`config.mk`:
```
export PLATFORM = sky130hd
export DESIGN_NAME = mgmt_ctrl
export DESIGN_NICKNAME = d
export VERILOG_FILES = /design/src/logic/mgmt_pkg.sv /design/src/logic/event_timer.sv /design/src/logic/link_sync.sv /design/src/logic/mgmt_ctrl.sv
export SDC_FILE = /design/constraint.sdc
export NUM_CORES = 1
export LEC_CHECK = 0
export BUFFER_PORTS_ARGS = -buffer_cell sky130_fd_sc_hd__buf_2
export CAP_MARGIN = 20
export CORE_UTILIZATION = 40
export CTS_BUF_LIST = sky130_fd_sc_hd__clkbuf_4 sky130_fd_sc_hd__clkbuf_8 sky130_fd_sc_hd__clkbuf_16
export CTS_CLUSTER_SIZE = 28
export DETAILED_ROUTE_END_ITERATION = 8
export HOLD_SLACK_MARGIN = 0.03
export PLACE_DENSITY = 0.55
export SLEW_MARGIN = 10
export SYNTH_ARGS = -nofsm -noshare
export SYNTH_HDL_FRONTEND = slang
export SYNTH_SLANG_ARGS = --single-unit
```
`constraint.sdc`:
```
create_clock -name CORE_CLK -period 8.5 [get_ports CORE_CLK]
set_clock_uncertainty 0.15 [all_clocks]
set_input_delay 0.85 -clock CORE_CLK [delete_from_list [all_inputs] [get_ports CORE_CLK]]
set_output_delay 0.85 -clock CORE_CLK [all_outputs]
set_load 0.02 [all_outputs]
```
`src/logic/mgmt_pkg.sv`:
```
// constants for the transceiver management control block
// assumes a 10 MHz core clock and a host on the 2-wire management bus
package mgmt_pkg;
  // core clock
  localparam int CLK_HZ = 10_000_000;
  localparam int CLK_NS = 100;

  // times as specified, and the cycle counts derived from them
  localparam int T_INIT_MS = 2000;
  localparam int INIT_CYCLES = T_INIT_MS * (CLK_HZ / 1000);
  localparam int T_RESET_PULSE_NS = 2000;
  localparam int RESET_PULSE_CYCLES =
    (T_RESET_PULSE_NS + CLK_NS - 1) / CLK_NS;
  localparam int T_LOW_POWER_US = 100;
  localparam int LOW_POWER_CYCLES = T_LOW_POWER_US * 1000 / CLK_NS;
  localparam int T_MODSEL_US = 100;
  localparam int MODSEL_CYCLES = T_MODSEL_US * 1000 / CLK_NS;

  // timer widths
  localparam int INIT_W = 25;
  localparam int PULSE_W = 5;

  // 2-wire bus: device address A0h in 8-bit form
  localparam logic [6:0] DEV_ADDR = 7'h50;
  localparam logic [3:0] BIT_LAST = 4'h8;
  localparam logic [7:0] PAGE_STATUS = 8'h02;
  localparam logic [7:0] PAGE_FLAGS = 8'h03;
  localparam logic [7:0] PAGE_CTRL = 8'h5D;
  localparam logic [7:0] PAGE_MASK = 8'h64;
  localparam int NOT_READY_BIT = 0;
  localparam int PDOWN_BIT = 0;

  // wishbone register byte addresses
  localparam int ADR_W = 4;
  localparam logic [ADR_W-1:0] WB_COND = 4'h0;
  localparam logic [ADR_W-1:0] WB_CTRL = 4'h4;
  localparam logic [ADR_W-1:0] WB_STATUS = 4'h8;

  // 2-wire slave states
  typedef enum logic [2:0] {
    I2C_IDLE, I2C_ADDR, I2C_ADDR_ACK, I2C_WDATA, I2C_WACK, I2C_RDATA,
    I2C_RACK
  } i2c_state_t;
endpackage : mgmt_pkg

```
`src/logic/event_timer.sv`:
```
// down counter that flags when it has run out
// assumes load is a level from the same clock domain
`timescale 1ns/1ps
module event_timer #(
  parameter int W = 8,
  parameter logic [W-1:0] START = '0
) (
  // clock and reset
  input wire logic clk,
  input wire logic rst_n,
  // control
  input wire logic load,
  input wire logic [W-1:0] load_val,
  output logic done
);
  logic [W-1:0] count;
  logic [W-1:0] next_count;

  // reload while load is high, otherwise count down and stick at zero
  always_comb begin
    next_count = count;
    if (load) begin
      next_count = load_val;
    end else if (count != '0) begin
      next_count = count - W'(1);
    end
  end

  always_ff @(posedge clk or negedge rst_n) begin
    if (!rst_n) begin
      count <= START;
    end else begin
      count <= next_count;
    end
  end

  assign done = (count == '0);
endmodule : event_timer

```
`src/logic/link_sync.sv`:
```
// two-flop synchroniser for levels entering the core clock domain
// assumes the reset given is already synchronous in its release
`timescale 1ns/1ps
module link_sync #(
  parameter int W = 1
) (
  // clock and reset
  input wire logic clk,
  input wire logic rst_n,
  // levels
  input wire logic [W-1:0] d,
  output logic [W-1:0] q
);
  logic [W-1:0] meta;

  // first stage feeds only the second
  always_ff @(posedge clk or negedge rst_n) begin
    if (!rst_n) begin
      meta <= '0;
      q <= '0;
    end else begin
      meta <= d;
      q <= meta;
    end
  end
endmodule : link_sync

```
`src/logic/mgmt_ctrl.sv`:
```
// management control and status logic of an optical transceiver module
// assumes a host on the 2-wire bus and control pins, and local firmware
// on a classic wishbone bus reporting live fault conditions
`timescale 1ns/1ps
// Operation
// - fully working within 2000 ms of power-on, hot plug or reset release
// - reset pin low counts only when longer than 2 us
// - answer the 2-wire bus within 2000 ms of power-on
// - within 2000 ms clear data-not-ready (byte 2 bit 0), assert interrupt
// - ready is signalled by interrupt due to data-not-ready clearing
// - low-power pin high reaches low power within 100 us
// - interrupt output goes low within 200 ms of a trigger
// - flags clear on read; interrupt released within 500 us after
// - rx loss-of-signal sets its flag and interrupt within 100 ms
// - any flag condition sets its flag and interrupt within 200 ms
// - mask bit set stops its flag driving interrupt within 100 ms
// - mask bit cleared resumes its flag's interrupt within 100 ms
// - module select asserted: answer the bus within 100 us
// - module select released: stop answering the bus within 100 us
// - power-down bit set reaches low power within 100 ms
// - power-down bit cleared: fully functional again within 300 ms
// - write delays count from the end of the write transaction
// - clear-on-read delays count from the end of the read
// - memory answers at address A0h; lower page of 128 bytes
module mgmt_ctrl #(
  parameter int INIT_CYCLES = mgmt_pkg::INIT_CYCLES
) (
  // clock and reset
  input wire logic CORE_CLK,
  input wire logic RST_N,
  // module control pins from the host
  input wire logic MODULE_RESET_N,
  input wire logic MODULE_SELECT_N,
  input wire logic LOW_POWER_REQUEST,
  output logic MODULE_PRESENT_N,
  output logic INTERRUPT_N,
  // power level control
  output logic LOW_POWER_MODE,
  // 2-wire management bus
  input wire logic SCL,
  input wire logic SDA_IN,
  output logic SDA_OUT,
  output logic SDA_OE,
  // wishbone slave for local firmware
  input wire logic WB_CYC_I,
  input wire logic WB_STB_I,
  input wire logic WB_WE_I,
  input wire logic [mgmt_pkg::ADR_W-1:0] WB_ADR_I,
  input wire logic [3:0] WB_SEL_I,
  input wire logic [31:0] WB_DAT_I,
  output logic [31:0] WB_DAT_O,
  output logic WB_ACK_O
);
  import mgmt_pkg::*;

  typedef struct packed {
    i2c_state_t st;
    logic scl_q;
    logic sda_q;
    logic [7:0] shift;
    logic [3:0] bitn;
    logic [7:0] ptr;
    logic rd;
    logic first;
    logic sda_oe;
    logic [7:0] pend_mask;
    logic pend_mask_v;
    logic pend_pdown;
    logic pend_pdown_v;
    logic [7:0] pend_clr;
    logic pend_clr_ready;
    logic in_reset;
    logic not_ready;
    logic ready_evt;
    logic data_valid;
    logic [7:0] cond;
    logic [7:0] flags;
    logic [7:0] mask;
    logic pdown;
    logic int_n;
    logic low_power;
    logic wb_ack;
    logic [31:0] wb_dat;
  } state_t;

  localparam state_t S_RESET = '{st: I2C_IDLE, not_ready: 1'b1,
    int_n: 1'b1, default: '0};

  state_t s;
  state_t next_s;
  logic rst_sync;
  logic [4:0] pins_s;
  logic mod_rst_n_s;
  logic sel_n_s;
  logic lp_s;
  logic scl_s;
  logic sda_s;
  logic pulse_done;
  logic init_done;
  logic start_ev;
  logic stop_ev;
  logic rise_ev;
  logic fall_ev;
  logic active;

  // reset release and pin synchronisers
  link_sync #(.W(1)) u_rst_sync (
    .clk(CORE_CLK),
    .rst_n(RST_N),
    .d(1'b1),
    .q(rst_sync)
  );

  link_sync #(.W(5)) u_pin_sync (
    .clk(CORE_CLK),
    .rst_n(rst_sync),
    .d({MODULE_RESET_N, MODULE_SELECT_N, LOW_POWER_REQUEST, SCL, SDA_IN}),
    .q(pins_s)
  );

  assign mod_rst_n_s = pins_s[4];
  assign sel_n_s = pins_s[3];
  assign lp_s = pins_s[2];
  assign scl_s = pins_s[1];
  assign sda_s = pins_s[0];

  // reset pin glitch filter: runs out only after a long enough low
  event_timer #(.W(PULSE_W), .START(PULSE_W'(RESET_PULSE_CYCLES)))
  u_pulse (
    .clk(CORE_CLK),
    .rst_n(rst_sync),
    .load(mod_rst_n_s),
    .load_val(PULSE_W'(RESET_PULSE_CYCLES)),
    .done(pulse_done)
  );

  // deadline for monitor data after power-on or module reset
  event_timer #(.W(INIT_W), .START(INIT_W'(INIT_CYCLES - 1))) u_init (
    .clk(CORE_CLK),
    .rst_n(rst_sync),
    .load(s.in_reset),
    .load_val(INIT_W'(INIT_CYCLES - 1)),
    .done(init_done)
  );

  // bus events seen on the synchronised lines
  assign start_ev = s.scl_q & scl_s & s.sda_q & ~sda_s;
  assign stop_ev = s.scl_q & scl_s & ~s.sda_q & sda_s;
  assign rise_ev = ~s.scl_q & scl_s;
  assign fall_ev = s.scl_q & ~scl_s;
  assign active = ~sel_n_s & ~s.in_reset;

  // byte that the host sees at the current pointer
  function automatic logic [7:0] page_byte(input state_t c);
    logic [7:0] b;
    b = 8'h00;
    case (c.ptr)
      PAGE_STATUS: b[NOT_READY_BIT] = c.not_ready;
      PAGE_FLAGS: b = c.flags;
      PAGE_CTRL: b[PDOWN_BIT] = c.pdown;
      PAGE_MASK: b = c.mask;
      default: b = 8'h00;
    endcase
    return b;
  endfunction : page_byte

  // next state of the whole block
  always_comb begin
    logic [7:0] rd_byte;
    logic load_rd;
    logic wb_req;
    rd_byte = page_byte(s);
    load_rd = 1'b0;
    wb_req = WB_CYC_I & WB_STB_I & ~s.wb_ack;
    next_s = s;
    next_s.scl_q = scl_s;
    next_s.sda_q = sda_s;

    // module reset pin, filtered for short glitches
    if (!mod_rst_n_s && pulse_done) begin
      next_s.in_reset = 1'b1;
    end else if (mod_rst_n_s) begin
      next_s.in_reset = 1'b0;
    end

    // 2-wire slave; deselect forces it idle and off the bus
    if (!active) begin
      next_s.st = I2C_IDLE;
      next_s.sda_oe = 1'b0;
    end else if (start_ev) begin
      next_s.st = I2C_ADDR;
      next_s.bitn = '0;
      next_s.sda_oe = 1'b0;
      next_s.pend_mask_v = 1'b0;
      next_s.pend_pdown_v = 1'b0;
      next_s.pend_clr = '0;
      next_s.pend_clr_ready = 1'b0;
    end else if (stop_ev) begin
      // writes and clear-on-read land only at the stop
      next_s.st = I2C_IDLE;
      next_s.sda_oe = 1'b0;
      if (s.pend_mask_v) begin
        next_s.mask = s.pend_mask;
      end
      if (s.pend_pdown_v) begin
        next_s.pdown = s.pend_pdown;
      end
      next_s.flags = s.flags & ~s.pend_clr;
      if (s.pend_clr_ready) begin
        next_s.ready_evt = 1'b0;
      end
      next_s.pend_mask_v = 1'b0;
      next_s.pend_pdown_v = 1'b0;
      next_s.pend_clr = '0;
      next_s.pend_clr_ready = 1'b0;
    end else begin
      unique case (s.st)
        I2C_IDLE: begin
        end
        I2C_ADDR: begin
          if (rise_ev) begin
            next_s.shift = {s.shift[6:0], sda_s};
            next_s.bitn = s.bitn + 4'h1;
          end else if (fall_ev && s.bitn == BIT_LAST) begin
            if (s.shift[7:1] == DEV_ADDR) begin
              next_s.st = I2C_ADDR_ACK;
              next_s.sda_oe = 1'b1;
              next_s.rd = s.shift[0];
            end else begin
              next_s.st = I2C_IDLE;
            end
          end
        end
        I2C_ADDR_ACK: begin
          if (fall_ev) begin
            next_s.bitn = '0;
            next_s.sda_oe = 1'b0;
            if (s.rd) begin
              load_rd = 1'b1;
            end else begin
              next_s.st = I2C_WDATA;
              next_s.first = 1'b1;
            end
          end
        end
        I2C_WDATA: begin
          if (rise_ev) begin
            next_s.shift = {s.shift[6:0], sda_s};
            next_s.bitn = s.bitn + 4'h1;
          end else if (fall_ev && s.bitn == BIT_LAST) begin
            next_s.st = I2C_WACK;
            next_s.sda_oe = 1'b1;
            if (s.first) begin
              next_s.ptr = s.shift; // first byte sets the pointer
              next_s.first = 1'b0;
            end else begin
              if (s.ptr == PAGE_MASK) begin
                next_s.pend_mask = s.shift;
                next_s.pend_mask_v = 1'b1;
              end
              if (s.ptr == PAGE_CTRL) begin
                next_s.pend_pdown = s.shift[PDOWN_BIT];
                next_s.pend_pdown_v = 1'b1;
              end
              next_s.ptr = s.ptr + 8'h01;
            end
          end
        end
        I2C_WACK: begin
          if (fall_ev) begin
            next_s.st = I2C_WDATA;
            next_s.sda_oe = 1'b0;
            next_s.bitn = '0;
          end
        end
        I2C_RDATA: begin
          if (rise_ev) begin
            next_s.bitn = s.bitn + 4'h1;
          end else if (fall_ev) begin
            if (s.bitn == BIT_LAST) begin
              next_s.st = I2C_RACK;
              next_s.sda_oe = 1'b0;
            end else begin
              next_s.shift = {s.shift[6:0], 1'b0};
              next_s.sda_oe = ~s.shift[6]; // open drain: drive zeros only
            end
          end
        end
        I2C_RACK: begin
          if (rise_ev && sda_s) begin
            next_s.st = I2C_IDLE; // host nack ends the read
          end else if (fall_ev) begin
            next_s.bitn = '0;
            load_rd = 1'b1;
          end
        end
        default: next_s.st = I2C_IDLE;
      endcase
    end

    // load a byte for the host and note what must clear on read
    if (load_rd) begin
      next_s.st = I2C_RDATA;
      next_s.shift = rd_byte;
      next_s.sda_oe = ~rd_byte[7];
      next_s.ptr = s.ptr + 8'h01;
      if (s.ptr == PAGE_FLAGS) begin
        next_s.pend_clr = s.pend_clr | rd_byte;
      end
      if (s.ptr == PAGE_STATUS) begin
        next_s.pend_clr_ready = 1'b1;
      end
    end

    // wishbone slave: one wait state, unmapped reads return zero
    next_s.wb_ack = wb_req;
    if (wb_req) begin
      if (WB_WE_I && WB_SEL_I[0]) begin
        case (WB_ADR_I)
          WB_COND: next_s.cond = WB_DAT_I[7:0];
          WB_CTRL: next_s.data_valid = WB_DAT_I[0];
          default: begin
          end
        endcase
      end
      case (WB_ADR_I)
        WB_COND: next_s.wb_dat = {24'h000000, s.cond};
        WB_CTRL: next_s.wb_dat = {31'h0, s.data_valid};
        WB_STATUS: next_s.wb_dat = {8'h00, s.mask, s.flags, 2'h0,
          s.in_reset, s.pdown, ~sel_n_s, s.low_power, s.int_n,
          s.not_ready};
        default: next_s.wb_dat = 32'h00000000;
      endcase
    end

    // live conditions set flags after the clear on read, so a set wins over it; module reset still clears them
    // masking is applied only at the interrupt, never here
    next_s.flags = next_s.flags | s.cond;

    // ready once monitor data is valid, or at the latest at the deadline
    if (s.not_ready && (s.data_valid || init_done) && !s.in_reset) begin
      next_s.not_ready = 1'b0;
      next_s.ready_evt = 1'b1;
    end

    // module reset restarts initialisation from scratch
    if (s.in_reset) begin
      next_s.not_ready = 1'b1;
      next_s.ready_evt = 1'b0;
      next_s.data_valid = 1'b0;
      next_s.flags = '0;
      next_s.mask = '0;
      next_s.pdown = 1'b0;
    end

    // outputs follow the new state in the same edge, well inside limits
    next_s.int_n = ~(next_s.ready_evt |
      (|(next_s.flags & ~next_s.mask)));
    next_s.low_power = lp_s | next_s.pdown;
  end

  always_ff @(posedge CORE_CLK or negedge rst_sync) begin
    if (!rst_sync) begin
      s <= S_RESET;
    end else begin
      s <= next_s;
    end
  end

  // outputs; module present is strapped low
  assign MODULE_PRESENT_N = 1'b0;
  assign INTERRUPT_N = s.int_n;
  assign LOW_POWER_MODE = s.low_power;
  assign SDA_OUT = 1'b0;
  assign SDA_OE = s.sda_oe;
  assign WB_DAT_O = s.wb_dat;
  assign WB_ACK_O = s.wb_ack;

  // helper counters read only by the checks below
  localparam int RST_MIN = RESET_PULSE_CYCLES;
  localparam int LP_MAX = LOW_POWER_CYCLES;
  localparam int SEL_MAX = MODSEL_CYCLES;
  logic [5:0] low_cnt;
  logic [INIT_W:0] nr_cnt;

  always_ff @(posedge CORE_CLK or negedge rst_sync) begin
    if (!rst_sync) begin
      low_cnt <= '0;
      nr_cnt <= '0;
    end else begin
      low_cnt <= mod_rst_n_s ? '0 :
        ((low_cnt == '1) ? low_cnt : low_cnt + 6'h01);
      nr_cnt <= (s.in_reset || !s.not_ready) ? '0 :
        nr_cnt + (INIT_W + 1)'(1);
    end
  end
endmodule : mgmt_ctrl

```
Yosys cells after proc, flatten, opt, wreduce, memory -nomap -nowiden
Cells that the tools add are included.
{ "classes": {"add_sub_neg": 4, "eq_ne": 45, "muxes": 104, "bitwise_logic": 32, "n_reduce_logical": 48} }
{ "ops": {"columns": ["operator", "n"], "rows": [
  ["$mux W8", 13],
  ["$ne A6 B6 Y1 const B", 12],
  ["$pmux W24 S3", 1],
  ["$mux W17", 4],
  ["$mux W9", 6],
  ["$mux W3", 17],
  ["$mux W25", 2],
  ["$mux W22", 2],
  ["$mux W1", 35],
  ["$reduce_and A8 Y1", 4],
  ["$mux W13", 2],
  ["$logic_not A25 Y1", 1],
  ["$reduce_bool A25 Y1", 1],
  ["$sub A25 B1 Y25 const B", 1],
  ["$reduce_and A6 Y1", 4],
  ["$reduce_bool A2 Y1", 11],
  ["$pmux W3 S7", 1],
  ["$mux W10", 2],
  ["$ne A3 B3 Y1 const B", 6],
  ["$and A8 B8 Y8", 2],
  ["$eq A8 B2 Y1 const B", 2],
  ["$eq A8 B7 Y1 const B", 2],
  ["$mux W4", 4],
  ["$not A8 Y8", 2],
  ["other kinds (42)", 96]
]} }
{ "totals": {"register_bits": 154, "inputBits": 50, "output_inout_bits": 38, "wordCells": 266} }

Depth between registers and ports, before layout
{ "logic_depth": {"depth_word": 13, "mapped_depth": 9} }

Hierarchy
A second synthesis with hierarchy kept.
{ "hier_totals": {"cells_unflattened": 730, "hier_area_um2": 7472.2} }
{ "by_module_without_submodules": {"columns": ["module", "n_inst", "cells_each", "area_each_um2", "seq_area_each_um2"], "rows": [
  ["mgmt_ctrl", 1, 539, 5393.9, 2605.0],
  ["event_timer at u_init", 1, 152, 1496.4, 644.4],
  ["event_timer at u_pulse", 1, 27, 281.5, 127.6],
  ["link_sync at u_pin_sync", 1, 10, 250.2, 250.2],
  ["link_sync at u_rst_sync", 1, 2, 50.0, 50.0]
]} }

Worst setup path after synthesis
No wires, ideal clock.
{ "synth_path": {"path_type": "in2reg", "start": "input WB_CYC_I", "end": "register s, in the netlist WB_DAT_O[13]", "setup_time_ns": 0.066, "arrival_time_ns": 2.536, "setup_slack_ns": 5.748, "cell_stages": 7, "n_path_buf": 2, "cell_sequence": "nand2_1 -> or2_2 -> clkbuf_1 -> or4_1 -> nor2_1 -> clkbuf_1 -> a22o_1"} }
{ "synth_via": {"elab_chain_cells": 2} }
{ "synth_lines": {"columns": ["item", "line", "source"], "rows": [
  ["start: declaration", "mgmt_ctrl.sv:45", "input wire logic WB_CYC_I,"],
  ["$and A1 B1 Y1 (2 in series)", "mgmt_ctrl.sv:174", "wb_req = WB_CYC_I & WB_STB_I & ~s.wb_ack;"],
  ["end signal: assignment", "mgmt_ctrl.sv:366", "s <= next_s;"],
  ["end: declaration", "mgmt_ctrl.sv:89", "state_t s;"]
]} }
No other way between the ends.
A chain may end at the register's enable or synchronous reset.

Worst setup path in the final report
{ "layout_path": {"start": "register u_pin_sync.q[3]", "end": "register s[92] (netlist name)"} }
{ "layout_via": {"elab_chain_cells": 5, "word_cells_on_any_way": 11} }
{ "layout_lines": {"columns": ["item", "line", "source"], "rows": [
  ["start: declaration", "link_sync.sv:12", "output logic [W-1:0] q"],
  ["start signal: assignment", "link_sync.sv:23", "q <= meta;"],
  ["$not A1 Y1 *", "mgmt_ctrl.sv:151", "assign active = ~sel_n_s & ~s.in_reset;"],
  ["$and A1 B1 Y1 *", "mgmt_ctrl.sv:151", null],
  ["$mux W1", "mgmt_ctrl.sv:187", "if (!active) begin"],
  ["$ne A2 B1 Y1 (no line) or $reduce_bool A2 Y1 (tied branches)", null, null],
  ["$reduce_and A6 Y1 (no line)", null, null]
]} }
Every way passes the cells marked *; elsewhere a longest branch is shown, timed or not.

==> flow_metrics.py <==
metrics = {
    "worst_setup_path": {
        "end_kind": "flop",
        "worstPathRequired_ps": 8720,
        "worst_ep_arrival_time_ps": 3050,
        "reg2reg_slack_ps": 5670,
        "cp_cell_sequence": "nor2_1, o21ai_0, a21o_1, or2_2, or3b_2, nand3_1",
        "crit_fanout": 13,
        "reg2reg_depth": 6,
        "timing.rr.end": "s[92]$_DFFE_PN0P_",
        "cpMaxStageDelayCell": "dfrtp_1",
        "critical_path.max_stage_delay_ps": 470,
        "reg2reg_from": "u_pin_sync.q[3]$_DFF_PN0_",
        "crit_type": "reg2reg",
        "cp-start-kind": "flop",
    },
    "floorplanning": {
        "start_util": 0.413,
        "num_io_pins": 88,
        "die-width_um": 136,
        "die-area_um2": 18600,
        "core.rowCount": 48,
        "die_h_um": 136,
        "coreArea_um2": 17500,
    },
    "logic_synthesis": {
        "async_flop_share": 1.00,
        "yosysWarnings": 0,
        "synth_area_per_cell_um2": 9.98,
        "synthAdderAreaFrac": 0.0156,
        "ys.flop_type": "dfrtp_1",
        "synth.area.top_cells": "dfrtp_1 44%, dfstp_2 6.9%, buf_4 3.5%, nand2_1 3.4%, nor2_1 3.3%",
        "ys_types": 69,
        "synth-edff-count": 0,
        "synth_top_area_share": 0.440,
        "synthMuxAreaShare": 0.0402,
        "synth_top_family_by_area": "simple AND/OR/NAND/NOR gates",
        "ys_seq_elements": 146,
        "synth_top_cells_by_count": "127 x dfrtp_1, 66 x nand2_1, 64 x nor2_1",
        "ys_seq_area_frac": 0.510,
        "synth.most_common_cell": "dfrtp_1",
        "netlist_area_um2": 7220,
        "synth_compound_area_frac": 0.143,
        "yosysTopAreaCell": "dfrtp_1",
        "synth_xor_area_frac": 0.0267,
        "syn_inst": 723,
        "yosys.area_share.simple": 0.195,
    },
    "clock_network": {
        "clk_pin_slew_ps": 60,
        "cts_tree": "yes",
        "h-tree-depth": 4,
        "cts.sinks": 146,
        "post_cts_resized": 0,
        "cts_root_buf": "clkbuf_16",
        "cts_setup_buffers": 0,
        "cts_buffers": 17,
        "insertion_delay_ps": 430,
        "hold_buffers": 0,
        "clockBufferDepth": 2,
    },
    "sta": {
        "setup_tns_ps": 0,
        "slew_headroom": 0.339,
        "fmax_mhz": 353,
        "setup_viol": 0,
        "hold_viol_final": 0,
        "worst_pin_slew_ps": 984,
        "min_period_over_period": 0.333,
        "whs_ps": 49.0,
        "fin_crit_ps": 2830,
        "rsz0062_at_grt": "false",
        "slew_viol_final": 0,
    },
    "pwr": {
        "power.density_nw_per_um2": 231,
        "ir_worst_vdd_uv": 159,
        "p_leak_nw": 3.70,
    },
    "drt": {
        "wl_per_cell_um": 16.9,
        "viasPerCell": 5.56,
        "drt_iter0_drc": 407,
        "dr.pass1.iters": 5,
        "vias": 5446,
        "drcViolationCount": 0,
        "drt_wl_total_um": 16600,
        "ant_nets": 0,
    },
    "finish": {
        "fin_util": 0.462,
        "area_growth_pct": 12.0,
        "ff_latch_area_um2": 3680,
        "final_area_um2": 8080,
        "drive_gt1_frac": 0.189,
        "nets": 801,
        "instances_no_fill": 980,
        "multiInputGateArea_um2": 3080,
        "fillers": 1640,
        "num_antenna_cells": 0,
    },
    "flow_run": {
        "timing.max_cap.violations": 0,
    },
    "outcome": {
        "status": "complete, no violations",
    },
    "placed_design": {
        "io_buffers": 50,
        "dp_cells": 946,
        "place_congestion": 0.859,
        "postPlaceCellArea_um2": 7440,
        "hpwlAfterDp_um": 11700,
    },
    "global_route": {
        "grt_max_degree": 80,
        "grt_overflow": 0,
        "first_global_vias": 5341,
        "antenna_found_initial": 0,
        "track_usage": 0.194,
        "grt_pass1_wl_um": 27600,
    },
    "worst_hold_path": {
        "hold_path_class": "in2async",
    },
}
## through the flow
stage,total power [mW],worst slack [ps]
6_report,1.87,5670
4_1_cts,1.89,5670
2_1_floorplan,1.03,4010
3_3_place_gp,1.09,5320
3_5_place_dp,1.10,5250
5_1_grt,1.96,5480
## routing by layer
metal  global-route usage  part of all wire
met5                    0                 0
met4               0.0809             0.023
met3               0.0380             0.038
met2                0.311              0.48
met1                0.254              0.46
## cell usage in the layout (no fill, tap or decap), drive strengths merged, types with 7 or more instances in the layout
master    n
nor4      9
a21oi    35
or4      10
o21ai    36
conb     11
nand3    22
a22oi    10
xor2     17
mux2i    11
and3      8
a31oi     9
nand2b   14
or2       7
nor2     64
mux2     16
ha        9
inv      33
dfrtp   127
a22o     19
clkbuf   21
buf      54
nor3     15
nand2    66
dfstp    19
nand4     8
## worst max-delay path by stage
stage,startpoint,to,slack (ps),cells past startpoint
after floorplan,u_rst_sync.q$_DFF_PN0_,LOW_POWER_MODE$_DFF_PN0_,4010,0
after global placement,WB_CYC_I,WB_DAT_O[18]$_DFFE_PN0P_,5320,6
after detailed placement,WB_CYC_I,WB_DAT_O[18]$_DFFE_PN0P_,5250,6
after CTS,u_pin_sync.q[3]$_DFF_PN0_,s[92]$_DFFE_PN0P_,5670,6
after global routing,u_init.count[17]$_DFFE_PN0P_,u_init.count[6]$_DFFE_PN1P_,5480,6
final,u_pin_sync.q[3]$_DFF_PN0_,s[92]$_DFFE_PN0P_,5670,6
## state kept, by name, summed over array words and instances, names as in the netlist, 5 cells and up
name	flops
WB_DAT_O	24
s	76
u_init.count	25
u_pin_sync.meta	5
u_pin_sync.q	5
u_pulse.count	5
## worst max-delay path, delay by kind of cell, from the launching register on
family          cells  cell delay, ps
flops               1             470
compound gates      2             840
simple gates        4            1320
## power by group
| part | total [mW] | switching (mW) | internal [mW] |
|---|---|---|---|
| Combinational | 0.224 | 0.128 | 0.0963 |
| Clock | 0.781 | 0.304 | 0.478 |
| Sequential | 0.866 | 0.0800 | 0.786 |
## cells by family after synthesis
family                     count (synthesis)
DFF                                      146
and+or+nand+nor                          266
other                                      2
xor gates and xnor gates                  22
buffers and inverters                     97
AOI/OAI and AO/OA                        154
muxes                                     27
adders and majority gates                  9
## layout make-up
type,instances,area share
repair buffers,55,0.0378
inverters,33,0.0153
clock inverters,12,0.0198
clock buffers,20,0.0562
multi-input cells,489,0.381
flip-flops and latches,146,0.455
well taps,225,0.0348
Power figures use the tool's default switching activity.
